File: src/shared/wakeup_irq_pkg.sv
package wakeup_irq_pkg;
    // register indices; byte address is four times the index
    localparam logic [7:0] IDX_P1_WAKE = 8'hC0;
    localparam logic [7:0] IDX_IRQ_FLAGS = 8'hC8;
    localparam logic [7:0] IDX_IRQ_ENABLE = 8'hC9;
    localparam logic [7:0] IDX_STACK = 8'hDF;
    localparam logic [7:0] IDX_CMP_A = 8'hE0;
    localparam logic [7:0] IDX_CMP_B = 8'hE1;
    localparam logic [7:0] IDX_OSC_MODE = 8'hE2;
    // stack pointer and global enable layout
    localparam int GLOBAL_EN_BIT = 7;
    localparam int SP_W = 3;
    localparam logic [2:0] SP_RESET = 3'h7;
    // comparator mode register fields
    localparam int CMP_EN_BIT = 6;
    localparam int CMP_FLAG_BIT = 5;
    // oscillator mode register fields
    localparam int OSC_SLOW_BIT = 2;
    localparam int OSC_SLEEP_BIT = 3;
    localparam int OSC_GREEN_BIT = 4;
    // flag register bits not restored from the shadow buffer
    localparam int TOUT_STAT_BIT = 4;
    localparam int PDOWN_STAT_BIT = 5;
    // source numbering: bits 0..7 follow the enable register
    localparam int SRC_TIMER_A = 4;
    localparam int SRC_CMP_A = 8;
    localparam int SRC_CMP_B = 9;
    localparam int SRC_COUNT = 10;
    // vector address and reset values
    localparam int PC_W = 12;
    localparam logic [11:0] VECTOR_ADDR = 12'h008;
    localparam logic [7:0] REG8_RESET = 8'h00;
    // oscillator settling, counted in high-speed oscillator clocks
    localparam int SETTLE_OSC_CLOCKS = 2048;
    // ref_clk is the high-speed oscillator, so one cycle per clock
    localparam int SETTLE_CYCLES = SETTLE_OSC_CLOCKS * 1;
    localparam logic [10:0] SETTLE_LAST = 11'(SETTLE_CYCLES - 1);

    // one-hot power states
    typedef enum logic [3:0] {
        ST_RUN = 4'h1,
        ST_GREEN = 4'h2,
        ST_SLEEP = 4'h4,
        ST_SETTLE = 4'h8
    } power_state_t;

    // accumulator and flag register travelling together
    typedef struct packed {
        logic [7:0] accumulator;
        logic [7:0] flags;
    } shadow_t;
endpackage

File: src/verilog/wakeup_and_interrupt_ctrl.sv
`timescale 1ns/1ps
module wakeup_and_interrupt_ctrl
    import wakeup_irq_pkg::*;
#(
    parameter int PORT_PINS = 8
) (
    // clock and reset
    input wire logic ref_clk_i,
    input wire logic srst_i,
    // avalon-mm register slave
    input wire logic [9:0] avs_address_i,
    input wire logic avs_read_i,
    input wire logic avs_write_i,
    input wire logic [31:0] avs_writedata_i,
    input wire logic [3:0] avs_byteenable_i,
    output logic [31:0] avs_readdata_o,
    output logic avs_waitrequest_o,
    // request events from peripherals and edge logic
    input wire logic [SRC_COUNT-1:0] src_event_i,
    // port pins watched for wake
    input wire logic [PORT_PINS-1:0] port0_pins_i,
    input wire logic [PORT_PINS-1:0] port1_pins_i,
    // core sequencer
    input wire logic vec_ack_i,
    input wire logic svc_return_i,
    input wire logic save_i,
    input wire logic restore_i,
    input wire shadow_t save_data_i,
    output shadow_t restore_data_o,
    output logic vec_req_o,
    output logic pc_load_o,
    output logic [PC_W-1:0] pc_vector_o,
    output logic [SP_W-1:0] stack_level_o,
    // power control
    output logic core_halt_o,
    output logic hosc_enable_o,
    output logic slow_mode_o
);
    // the register map is fixed at eight pins per port
    if (PORT_PINS != 8) begin : g_bad_width
        $error("PORT_PINS must be 8");
    end

    power_state_t state_r; // power state
    logic [10:0] settle_r; // settle countdown
    logic [7:0] p1_wake_r; // port1 wake enables
    logic [7:0] enable_r; // shared enable register
    logic [SRC_COUNT-1:0] flag_r; // all request flags
    logic global_irq_enable_r; // global enable
    logic [SP_W-1:0] sp_r; // stack level
    logic [7:0] cmp_a_r; // other comparator a bits
    logic [7:0] cmp_b_r; // other comparator b bits
    logic cmp_a_en_r; // comparator a enable
    logic cmp_b_en_r; // comparator b enable
    logic [7:0] osc_r; // oscillator mode register
    shadow_t shadow_r; // one-level shadow buffer
    logic done_r; // bus answer phase
    logic [7:0] rd_byte; // read mux
    logic [7:0] idx; // register index
    logic wr_fire; // write takes effect
    logic [PORT_PINS-1:0] p0_s1_r, p0_s2_r, p0_s3_r, p0_stable_r;
    logic [PORT_PINS-1:0] p1_s1_r, p1_s2_r, p1_s3_r, p1_stable_r;
    logic [PORT_PINS-1:0] p0_chg, p1_chg; // agreed level changes
    logic port_wake; // any port0 change or enabled port1 change
    logic [SRC_COUNT-1:0] en_all; // enables for all sources
    logic take; // request accepted by core

    assign idx = avs_address_i[9:2];
    // write lands on the edge where waitrequest is low
    assign wr_fire = avs_write_i & done_r & avs_byteenable_i[0];
    // one wait cycle on every access
    assign avs_waitrequest_o = (avs_read_i | avs_write_i) & ~done_r;

    // bus answer phase toggles once per access
    always_ff @(posedge ref_clk_i) begin
        if (srst_i) begin
            done_r <= 1'b0;
        end else begin
            done_r <= (avs_read_i | avs_write_i) & ~done_r;
        end
    end

    // read mux; port1 wake register is write-only and reads zero
    always_comb begin
        rd_byte = 8'h00;
        case (idx)
            IDX_IRQ_FLAGS: rd_byte = flag_r[7:0];
            IDX_IRQ_ENABLE: rd_byte = enable_r;
            IDX_STACK: rd_byte = {global_irq_enable_r, 4'h0, sp_r};
            IDX_CMP_A: begin
                rd_byte = cmp_a_r;
                rd_byte[CMP_EN_BIT] = cmp_a_en_r;
                rd_byte[CMP_FLAG_BIT] = flag_r[SRC_CMP_A];
            end
            IDX_CMP_B: begin
                rd_byte = cmp_b_r;
                rd_byte[CMP_EN_BIT] = cmp_b_en_r;
                rd_byte[CMP_FLAG_BIT] = flag_r[SRC_CMP_B];
            end
            IDX_OSC_MODE: rd_byte = osc_r;
            default: rd_byte = 8'h00; // unmapped reads zero
        endcase
    end

    // read data captured in the wait cycle, held until next read
    always_ff @(posedge ref_clk_i) begin
        if (srst_i) begin
            avs_readdata_o <= 32'h0000_0000;
        end else if (avs_read_i & ~done_r) begin
            avs_readdata_o <= {24'h00_0000, rd_byte};
        end
    end

    // plain configuration registers
    always_ff @(posedge ref_clk_i) begin
        if (srst_i) begin
            p1_wake_r <= REG8_RESET;
            enable_r <= REG8_RESET;
            cmp_a_r <= REG8_RESET;
            cmp_b_r <= REG8_RESET;
            cmp_a_en_r <= 1'b0;
            cmp_b_en_r <= 1'b0;
        end else if (wr_fire) begin
            case (idx)
                IDX_P1_WAKE: p1_wake_r <= avs_writedata_i[7:0];
                IDX_IRQ_ENABLE: enable_r <= avs_writedata_i[7:0];
                IDX_CMP_A: begin
                    cmp_a_r <= avs_writedata_i[7:0];
                    cmp_a_en_r <= avs_writedata_i[CMP_EN_BIT];
                end
                IDX_CMP_B: begin
                    cmp_b_r <= avs_writedata_i[7:0];
                    cmp_b_en_r <= avs_writedata_i[CMP_EN_BIT];
                end
                default: ; // other registers have their own process
            endcase
        end
    end

    // all ten enables in source order
    assign en_all = {cmp_b_en_r, cmp_a_en_r, enable_r};

    // request flags, one per source; event beats a software clear
    for (genvar i = 0; i < SRC_COUNT; i++) begin : g_flag
        logic wr_hit; // software writes this flag
        logic [7:0] wr_idx; // register holding this flag
        int wr_bit; // bit position in that register
        assign wr_idx = (i == SRC_CMP_A) ? IDX_CMP_A :
                        (i == SRC_CMP_B) ? IDX_CMP_B : IDX_IRQ_FLAGS;
        assign wr_bit = (i >= SRC_CMP_A) ? CMP_FLAG_BIT : i;
        assign wr_hit = wr_fire & (idx == wr_idx);
        always_ff @(posedge ref_clk_i) begin
            if (srst_i) begin
                flag_r[i] <= 1'b0;
            end else if (src_event_i[i]) begin
                // set regardless of enable, held in every power state
                flag_r[i] <= 1'b1;
            end else if (wr_hit) begin
                flag_r[i] <= avs_writedata_i[wr_bit];
            end
        end
    end

    // pins are asynchronous: three flops, change counts when 2 and 3 agree
    always_ff @(posedge ref_clk_i) begin
        if (srst_i) begin
            p0_s1_r <= '0;
            p0_s2_r <= '0;
            p0_s3_r <= '0;
            p1_s1_r <= '0;
            p1_s2_r <= '0;
            p1_s3_r <= '0;
        end else begin
            p0_s1_r <= port0_pins_i;
            p0_s2_r <= p0_s1_r;
            p0_s3_r <= p0_s2_r;
            p1_s1_r <= port1_pins_i;
            p1_s2_r <= p1_s1_r;
            p1_s3_r <= p1_s2_r;
        end
    end

    // stable level follows only agreed samples
    assign p0_chg = ~(p0_s2_r ^ p0_s3_r) & (p0_s3_r ^ p0_stable_r);
    assign p1_chg = ~(p1_s2_r ^ p1_s3_r) & (p1_s3_r ^ p1_stable_r);
    assign port_wake = (|p0_chg) | (|(p1_chg & p1_wake_r));

    // stable copy; reset loads zero as baseline, so a high pin after reset counts as a change
    always_ff @(posedge ref_clk_i) begin
        if (srst_i) begin
            p0_stable_r <= '0;
            p1_stable_r <= '0;
        end else begin
            p0_stable_r <= p0_stable_r ^ p0_chg;
            p1_stable_r <= p1_stable_r ^ p1_chg;
        end
    end

    // power state machine
    always_ff @(posedge ref_clk_i) begin
        if (srst_i) begin
            state_r <= ST_RUN;
            settle_r <= 11'h000;
        end else begin
            case (state_r)
                ST_RUN: begin
                    if (osc_r[OSC_SLEEP_BIT]) begin
                        state_r <= ST_SLEEP;
                    end else if (osc_r[OSC_GREEN_BIT]) begin
                        state_r <= ST_GREEN;
                    end
                end
                ST_SLEEP: begin
                    // only a port change wakes; timers are stopped
                    if (port_wake) begin
                        state_r <= ST_SETTLE;
                        settle_r <= SETTLE_LAST;
                    end
                end
                ST_SETTLE: begin
                    if (settle_r == 11'h000) begin
                        state_r <= ST_RUN;
                    end else begin
                        settle_r <= settle_r - 11'h001;
                    end
                end
                ST_GREEN: begin
                    // clock keeps running, so straight back to run
                    if (port_wake | src_event_i[SRC_TIMER_A]) begin
                        state_r <= ST_RUN;
                    end
                end
                default: state_r <= ST_RUN;
            endcase
        end
    end

    // oscillator mode register; wake clears entry bits
    always_ff @(posedge ref_clk_i) begin
        if (srst_i) begin
            osc_r <= REG8_RESET;
        end else if (state_r == ST_SETTLE && settle_r == 11'h000) begin
            osc_r[OSC_SLEEP_BIT] <= 1'b0;
            osc_r[OSC_SLOW_BIT] <= 1'b0;
        end else if (state_r == ST_GREEN && (port_wake | src_event_i[SRC_TIMER_A])) begin
            osc_r[OSC_GREEN_BIT] <= 1'b0;
        end else if (wr_fire && idx == IDX_OSC_MODE && state_r == ST_RUN) begin
            osc_r <= avs_writedata_i[7:0];
        end
    end

    assign core_halt_o = (state_r != ST_RUN);
    assign hosc_enable_o = (state_r != ST_SLEEP);
    assign slow_mode_o = osc_r[OSC_SLOW_BIT];

    // vector request: global enable and an enabled pending flag, in run state only
    assign vec_req_o = global_irq_enable_r & (|(flag_r & en_all))
        & (state_r == ST_RUN);
    assign take = vec_ack_i & vec_req_o;

    // global enable and stack level; core events win over software
    always_ff @(posedge ref_clk_i) begin
        if (srst_i) begin
            global_irq_enable_r <= 1'b0;
            sp_r <= SP_RESET;
        end else if (take) begin
            global_irq_enable_r <= 1'b0;
            sp_r <= sp_r + 3'h1;
        end else if (svc_return_i) begin
            global_irq_enable_r <= 1'b1;
            sp_r <= sp_r - 3'h1;
        end else if (wr_fire && idx == IDX_STACK) begin
            global_irq_enable_r <= avs_writedata_i[GLOBAL_EN_BIT];
            sp_r <= avs_writedata_i[SP_W-1:0];
        end
    end

    // vector load pulse to the program counter
    always_ff @(posedge ref_clk_i) begin
        if (srst_i) begin
            pc_load_o <= 1'b0;
            pc_vector_o <= '0;
        end else begin
            pc_load_o <= take;
            pc_vector_o <= VECTOR_ADDR;
        end
    end

    assign stack_level_o = sp_r;

    // shadow buffer; status bits stay live and are never restored
    always_ff @(posedge ref_clk_i) begin
        if (srst_i) begin
            shadow_r <= '0;
            restore_data_o <= '0;
        end else begin
            if (save_i) begin
                shadow_r <= save_data_i;
            end
            if (restore_i) begin
                restore_data_o <= shadow_r;
                restore_data_o.flags[TOUT_STAT_BIT] <= save_data_i.flags[TOUT_STAT_BIT];
                restore_data_o.flags[PDOWN_STAT_BIT] <= save_data_i.flags[PDOWN_STAT_BIT];
            end
        end
    end

    // helper: cycles spent in settle
    logic [11:0] settle_seen_r;
    always_ff @(posedge ref_clk_i) begin
        if (srst_i || state_r != ST_SETTLE) begin
            settle_seen_r <= 12'h000;
        end else begin
            settle_seen_r <= settle_seen_r + 12'h001;
        end
    end

    property p_sleep_wake;
        @(posedge ref_clk_i) disable iff (srst_i)
        (state_r == ST_SLEEP && port_wake) |=> (state_r == ST_SETTLE);
    endproperty
    a_sleep_wake: assert property (p_sleep_wake) else $error("sleep wake missed");

    property p_settle_len;
        @(posedge ref_clk_i) disable iff (srst_i)
        (state_r == ST_RUN && $past(state_r) == ST_SETTLE)
            |-> (settle_seen_r == 12'(SETTLE_CYCLES));
    endproperty
    a_settle_len: assert property (p_settle_len) else $error("settle length wrong");

    property p_green_wake;
        @(posedge ref_clk_i) disable iff (srst_i)
        (state_r == ST_GREEN && src_event_i[SRC_TIMER_A])
            |=> (state_r == ST_RUN) && $stable(slow_mode_o);
    endproperty
    a_green_wake: assert property (p_green_wake) else $error("green wake wrong");

    property p_sleep_hold;
        @(posedge ref_clk_i) disable iff (srst_i)
        (state_r == ST_SLEEP && !port_wake) |=> (state_r == ST_SLEEP);
    endproperty
    a_sleep_hold: assert property (p_sleep_hold) else $error("spurious wake");

    property p_flag_set;
        @(posedge ref_clk_i) disable iff (srst_i)
        src_event_i[0] |=> flag_r[0] ##1 (flag_r[0] || $past(wr_fire));
    endproperty
    a_flag_set: assert property (p_flag_set) else $error("flag not set");

    property p_enter_service;
        @(posedge ref_clk_i) disable iff (srst_i)
        take |=> !global_irq_enable_r && pc_load_o && (sp_r == $past(sp_r) + 3'h1);
    endproperty
    a_enter_service: assert property (p_enter_service) else $error("entry wrong");

    property p_leave_service;
        @(posedge ref_clk_i) disable iff (srst_i)
        (svc_return_i && !take) |=> global_irq_enable_r;
    endproperty
    a_leave_service: assert property (p_leave_service) else $error("no re-enable");

    property p_vector_gate;
        @(posedge ref_clk_i) disable iff (srst_i)
        pc_load_o |-> $past(global_irq_enable_r) && !global_irq_enable_r;
    endproperty
    a_vector_gate: assert property (p_vector_gate) else $error("enable not set");
endmodule // wakeup_and_interrupt_ctrl

File: config.mk
export PLATFORM = sky130hd
export DESIGN_NAME = wakeup_and_interrupt_ctrl
export DESIGN_NICKNAME = d
export VERILOG_FILES = /design/src/shared/wakeup_irq_pkg.sv /design/src/verilog/wakeup_and_interrupt_ctrl.sv
export SDC_FILE = /design/constraint.sdc
export NUM_CORES = 1
export LEC_CHECK = 0
export BUFFER_PORTS_ARGS = -buffer_cell sky130_fd_sc_hd__buf_2
export CAP_MARGIN = 20
export CORE_MARGIN = 2
export CORE_UTILIZATION = 49
export DETAILED_ROUTE_END_ITERATION = 8
export PLACE_DENSITY = 0.76
export SYNTH_ARGS = -nofsm -noshare
export SYNTH_HDL_FRONTEND = slang
export SYNTH_SLANG_ARGS = --single-unit
File: constraint.sdc
create_clock -name ref_clk_i -period 2.14 [get_ports ref_clk_i]
set_clock_uncertainty 0.15 [all_clocks]
set_input_delay 0.428 -clock ref_clk_i [delete_from_list [all_inputs] [get_ports ref_clk_i]]
set_output_delay 0.428 -clock ref_clk_i [all_outputs]
set_load 0.02 [all_outputs]
# Yosys cells after proc, flatten, opt, wreduce, memory -nomap -nowiden
# Index checks and enable logic that the tools add are counted.
[totals] ff_bits=189 input_bits=96 output_inout_bits=69 wordCells=160
[classes] add_sub_neg=3 n_eq_ne=18 muxes=38 bitwise_logic=28 n_reduce_logical=34
[ops] op="$eq 8x8->1 const B" count=7
[ops] op="$pmux 8 s6" count=1
[ops] op="$xor 8x8->8" count=6
[ops] op="$reduce_bool 2->1" count=13
[ops] op="$and 8x8->8" count=3
[ops] op="$mux 4" count=6
[ops] op="$mux 1" count=23
[ops] op="$mux 11" count=2
[ops] op="$pmux 11 s2" count=1
[ops] op="$not 8->8" count=2
[ops] op="$pmux 4 s4" count=1
[ops] op="$reduce_or 8->1" count=2
[ops] op="$reduce_and 2->1" count=6
[ops] op="$logic_not 11->1" count=1
[ops] op="$sub 11x1->11 const B" count=1
[ops] op="$and 1x1->1" count=10
[ops] op="$and 10x10->10" count=1
[ops] op="$reduce_or 10->1" count=1
[ops] op="$mux 3" count=3
[ops] op="$ne 2x2->1 const B" count=4
[ops] op="$reduce_and 3->1" count=2
[ops] op="$logic_and 1x1->1" count=5
[ops] op="$mux 5" count=1
[ops] op="$eq 4x1->1 const B" count=1
[ops] op="other kinds (13)" count=18

# Logic depth before layout (Yosys ltp)
[depth] depth_word=10 mapped_depth=8 mapped_depth_nobuf=7

# Worst setup path after synthesis
# Ideal clock, no wire load.
[synth_path] kind="reg2reg" startpoint="register p0_s2_r[5]" endpoint="register settle_r[2]" setup_time_ps=140 t_arrival_ps=1769 required_time_ps=1850 slack_ps=80 path_stages_with_launch=7 n_path_buf=1 synth_period_minus_slack_ps=2060 cell_sequence="dfxtp_1 > a21o_1 > a22o_1 > or4_4 > o31ai_4 > buf_6 > a21oi_2"
[synth_via] elab_chain_len=7
[synth_lines] item="from (decl)" line="wakeup_and_interrupt_ctrl.sv:61" source="logic [PORT_PINS-1:0] p0_s1_r, p0_s2_r, p0_s3_r, p0_stable_r;"
[synth_lines] item="from (signal assigned)" line="wakeup_and_interrupt_ctrl.sv:175" source="p0_s2_r <= p0_s1_r;"
[synth_lines] item="$xor 8x8->8" line="wakeup_and_interrupt_ctrl.sv:184" source="assign p0_chg = ~(p0_s2_r ^ p0_s3_r) & (p0_s3_r ^ p0_stable_r);"
[synth_lines] item="$not 8->8" line="wakeup_and_interrupt_ctrl.sv:184"
[synth_lines] item="$and 8x8->8" line="wakeup_and_interrupt_ctrl.sv:184"
[synth_lines] item="$reduce_or 8->1" line="wakeup_and_interrupt_ctrl.sv:186" source="assign port_wake = (|p0_chg) | (|(p1_chg & p1_wake_r));"
[synth_lines] item="$or 1x1->1" line="wakeup_and_interrupt_ctrl.sv:186"
[synth_lines] item="$ne 2x2->1 (no line)"
[synth_lines] item="$reduce_and 3->1 (no line)"
[synth_lines] item="to (signal assigned)" line="wakeup_and_interrupt_ctrl.sv:224" source="settle_r <= settle_r - 11'h001;"
[synth_lines] item="to (decl)" line="wakeup_and_interrupt_ctrl.sv:45" source="logic [10:0] settle_r;"
# No other way between the ends.
# A chain may end at the register's enable or synchronous reset.

# Final worst setup path
[layout_path] startpoint="register state_r[1]" endpoint="output vec_req_o"
[layout_via] elab_chain_len=2
[layout_lines] item="from (decl)" line="wakeup_and_interrupt_ctrl.sv:44" source="power_state_t state_r;"
[layout_lines] item="from (signal assigned)" line="wakeup_and_interrupt_ctrl.sv:202" source="state_r <= ST_RUN;"
[layout_lines] item="from (signal assigned)" line="wakeup_and_interrupt_ctrl.sv:208" source="state_r <= ST_SLEEP;"
[layout_lines] item="from (signal assigned)" line="wakeup_and_interrupt_ctrl.sv:210" source="state_r <= ST_GREEN;"
[layout_lines] item="$eq 4x1->1" line="wakeup_and_interrupt_ctrl.sv:258" source="& (state_r == ST_RUN);"
[layout_lines] item="$and 1x1->1" line="wakeup_and_interrupt_ctrl.sv:258"
[layout_lines] item="to (decl)" line="wakeup_and_interrupt_ctrl.sv:30" source="output logic vec_req_o,"
# No other way between the ends.

==> run_summary.xml <==
<?xml version="1.0" encoding="UTF-8"?>
<metrics>
  <group name="logic_synthesis">
    <metric name="yosys-mux-area-fraction" unit="%">11.8</metric>
    <metric name="ys_seq_area_share" unit="%">48.1</metric>
    <metric name="synth-edff-count" unit="">0</metric>
    <metric name="share_of_synthesized_cell_area_in_full_adder_half_adder_and_majority_cells" unit="%">0.699</metric>
    <metric name="yosys_warnings" unit="">0</metric>
    <metric name="synth-compound-area-share" unit="%">12.2</metric>
    <metric name="synth_simple_gate_area_share" unit="%">19.4</metric>
    <metric name="yosys-top-cells-area" unit="">sky130_fd_sc_hd__dfxtp_1 (48%), sky130_fd_sc_hd__mux2i_1 (11%), sky130_fd_sc_hd__nor2b_1 (4.5%), sky130_fd_sc_hd__nor2_1 (4.0%), sky130_fd_sc_hd__buf_4 (3.8%)</metric>
    <metric name="dominantRegCellSynth" unit="">sky130_fd_sc_hd__dfxtp_1</metric>
    <metric name="post_synth_num_cell_types" unit="">60</metric>
    <metric name="synth-seq-cells" unit="">172</metric>
    <metric name="post_synth.cell_area_avg" unit="sq um">9.64</metric>
    <metric name="synthCells" unit="">743</metric>
    <metric name="synth_top_family_by_area" unit="">simple AND/OR/NAND/NOR gates</metric>
    <metric name="async_flop_share" unit="%">0</metric>
    <metric name="synth-xor-area-share" unit="%">1.22</metric>
    <metric name="netlist.top_cell.by_area" unit="">sky130_fd_sc_hd__dfxtp_1</metric>
    <metric name="synth.cell_area" unit="sq um">7160</metric>
    <metric name="post-synth-top-area-fraction" unit="%">48.1</metric>
  </group>
  <group name="power">
    <metric name="cellLeakagePower" unit="nW">3.80</metric>
    <metric name="peakVddDrop" unit="mV">0.630</metric>
    <metric name="power_per_cell_area" unit="nW/um^2">799</metric>
  </group>
  <group name="setup_path">
    <metric name="worst_setup_path_end_kind" unit="">output port</metric>
    <metric name="crit_type" unit="">flop to output port</metric>
    <metric name="worstPathArrival" unit="ns">1.53</metric>
    <metric name="critical_path.reg2reg.startpoint" unit="">p0_s2_r[0]</metric>
    <metric name="required" unit="ns">1.56</metric>
    <metric name="largest_driver_fanout_on_the_critical_path" unit="">5</metric>
    <metric name="start_kind" unit="">flop</metric>
    <metric name="startpoint" unit="">state_r[1]</metric>
  </group>
  <group name="cells_and_area">
    <metric name="drive_above_1_share" unit="%">22.1</metric>
    <metric name="fillers" unit="">1269</metric>
    <metric name="final_cell_area" unit="sq um">8520</metric>
    <metric name="final_common_cell" unit="">sky130_fd_sc_hd__dfxtp_1</metric>
    <metric name="insertedDiodeCount" unit="">0</metric>
    <metric name="fin_nets" unit="">960</metric>
    <metric name="area_delta_synth_final" unit="%">18.9</metric>
    <metric name="ff_latch_area" unit="sq um">3450</metric>
    <metric name="multiInputGateArea" unit="sq um">3400</metric>
    <metric name="layout.cells.most_common_list" unit="">sky130_fd_sc_hd__dfxtp_1 (165), sky130_fd_sc_hd__buf_2 (98), sky130_fd_sc_hd__mux2i_1 (82)</metric>
  </group>
  <group name="cts">
    <metric name="hold_buffers" unit="">0</metric>
    <metric name="tritoncts.num_buffers" unit="">17</metric>
    <metric name="numClockSinks" unit="">172</metric>
    <metric name="cts_tree" unit="">yes</metric>
    <metric name="clock_tree.buffer_depth" unit="">2</metric>
    <metric name="h-tree-depth" unit="">4</metric>
    <metric name="clock_transition_at_path_regs" unit="ns">0.06</metric>
    <metric name="clock_latency" unit="ns">0.42</metric>
    <metric name="clk_root_buffer_cell" unit="">sky130_fd_sc_hd__clkbuf_16</metric>
  </group>
  <group name="flow_run">
    <metric name="cap_viol_max_count" unit="">0</metric>
  </group>
  <group name="die">
    <metric name="die_area" unit="sq um">15600</metric>
    <metric name="fp-row-count" unit="">44</metric>
    <metric name="die_w" unit="microns">125</metric>
    <metric name="starting_density_of_the_core" unit="%">49.7</metric>
    <metric name="die-height" unit="microns">125</metric>
    <metric name="top_level_ports" unit="">165</metric>
    <metric name="core" unit="sq um">14400</metric>
  </group>
  <group name="sta">
    <metric name="report.final.slew_viol_count" unit="">0</metric>
    <metric name="fin_crit_sh" unit="%">98.4</metric>
    <metric name="max_clock_freq" unit="GHz">0.475</metric>
    <metric name="final.min_clock_period" unit="ns">2.11</metric>
    <metric name="setup-tns-final" unit="ns">0</metric>
    <metric name="rsz0062_at_grt" unit="">true</metric>
    <metric name="hold_violation_total_from_the_final_report" unit="">0</metric>
    <metric name="setup_viol" unit="">0</metric>
  </group>
  <group name="placed_design">
    <metric name="placedInstanceArea" unit="sq um">7880</metric>
    <metric name="dp.final_hpwl" unit="mm">10.1</metric>
    <metric name="port-buffer-count" unit="">100</metric>
    <metric name="gp_routability_congestion" unit="">0.854</metric>
  </group>
  <group name="route">
    <metric name="route.antenna.remaining_nets" unit="">0</metric>
    <metric name="first_pass_iters" unit="">5</metric>
    <metric name="drt_first_iter_violations" unit="">448</metric>
    <metric name="vias" unit="">5484</metric>
    <metric name="drt_wl_total" unit="mm">15.0</metric>
    <metric name="remaining_drc_errors" unit="">0</metric>
    <metric name="routed_via_density" unit="">5.19</metric>
    <metric name="detail_route.wl_per_cell" unit="microns">14.2</metric>
  </group>
  <group name="global_route">
    <metric name="global_route.overflow_total" unit="">0</metric>
    <metric name="track_usage" unit="%">18.7</metric>
    <metric name="antenna_found_initial" unit="">0</metric>
    <metric name="pin_count_of_the_biggest_net_entering_global_routing" unit="">105</metric>
    <metric name="global_route_wire_length_before_repair" unit="mm">23.9</metric>
    <metric name="first_global_vias" unit="">4922</metric>
  </group>
  <group name="hold_path">
    <metric name="hp-class" unit="">input pin to flop</metric>
    <metric name="holdCritStartpoint" unit="">port1_pins_i[4]</metric>
  </group>
  <group name="run_status">
    <metric name="run_status" unit="">completed</metric>
  </group>
</metrics>
## worst max-delay path: stages, from the launching register on
cell	delay, ns
sky130_fd_sc_hd__dfxtp_2	0.35
sky130_fd_sc_hd__nor4b_4	0.31
sky130_fd_sc_hd__buf_4	0.17
sky130_fd_sc_hd__o211a_1	0.14
sky130_fd_sc_hd__buf_4	0.14
## cells by family (layout without fill, tap and decap cells)
family | after synthesis | count (layout)
mux | 84 | 84
fa+ha+maj | 4 | 4
compound gates | 133 | 133
flops | 172 | 172
xor+xnor | 10 | 10
simple gates | 252 | 252
buf+inv | 87 | 183
other cells | 1 | 35
## worst paths after layout
check	endpoint	slack (ns)	cells after the start
worst min register to register	p0_s2_r[1]	0.28	1
worst max-delay path	vec_req_o	0.03	4
worst max register to register	settle_r[0]	0.05	6
worst min-delay path	p1_s1_r[4]	0.06	2
## layer usage
layer / GRT usage (%) / up-vias / share of wire, % / wire, microns
li1: - / 2772 / - / -
met1: 25.2 / 2522 / 47 / 7000
met2: 29.3 / 172 / 46 / 6860
met3: 4.55 / 18 / 5.8 / 865
met4: 7.06 / 0 / 1.8 / 266
met5: 0 / - / 0 / 0
## state kept, by name (all words and copies together), names as in the netlist, 3 cells and up, named ones only
register	count
avs_readdata_o	8
p1_s3_r	8
flag_r	10
state_r	4
settle_r	11
p0_s1_r	8
p1_s1_r	8
stack_level_o	3
restore_data_o	16
p1_s2_r	8
p0_s2_r	8
p1_wake_r	8
cmp_a_r	7
osc_r	8
enable_r	8
p0_s3_r	8
shadow_r	14
cmp_b_r	7
## Yosys cell counts (all sizes together) (2+ instances only)
cell    number
nor3b        2
a21o        10
or4bb        8
and2         3
a211oi       2
nand2       42
buf         41
nor3        14
inv         18
mux2i       82
xor2         9
a31oi        6
a22o         8
o22ai        4
clkbuf      27
nand4b      10
nand3        9
a221oi       6
or4          3
a22oi        9
dfxtp      172
nor2b       51
nand2b       5
or3          4
nor4         6
a21oi       47
o21ai       30
nand4       12
nor2        78
nor4b        3
ha           4
mux2         2
## power breakdown
part | total [mW] | internal (mW) | switching (mW) | leakage (nW)
registers | 3.36 | 3.30 | 0.0650 | 1.41
logic | 0.488 | 0.189 | 0.299 | 2.12
clock network | 2.95 | 1.67 | 1.28 | 0.273
total | 6.80 | 5.16 | 1.64 | 3.80
## per-stage QoR
stage	setup WS (ns)	total power [mW]	hold slack, ns	utilization, %	std cells
after floorplan	0.0801	3.77	0.264	-	777
after CTS	-0.0222	6.84	0.0509	58.7	1055
after global routing	-0.0641	7.04	0.0484	59.0	1057
after detailed placement	-0.00369	3.90	0.271	54.6	1022
after global placement	0.00944	3.89	0.268	54.6	1022
final	0.0333	6.80	0.0598	59.0	1057
## what timing repair did
item	in CTS	in global routing
setup endpoints to repair	8	14
setup buffers	1	2
gates resized for setup	1	14
cloned	0	0
pin swaps	1	4
## final cells by class
class / count / share of cell area (%)
flip-flops and latches: 172 / 40.5
multi-input cells: 518 / 39.9
repair buffers: 132 / 9.28
clock buffers: 20 / 5.36
well taps: 184 / 2.70
clock inverters: 12 / 1.35
inverters: 19 / 0.837
No activity file was read; power rests on OpenSTA's default activity.
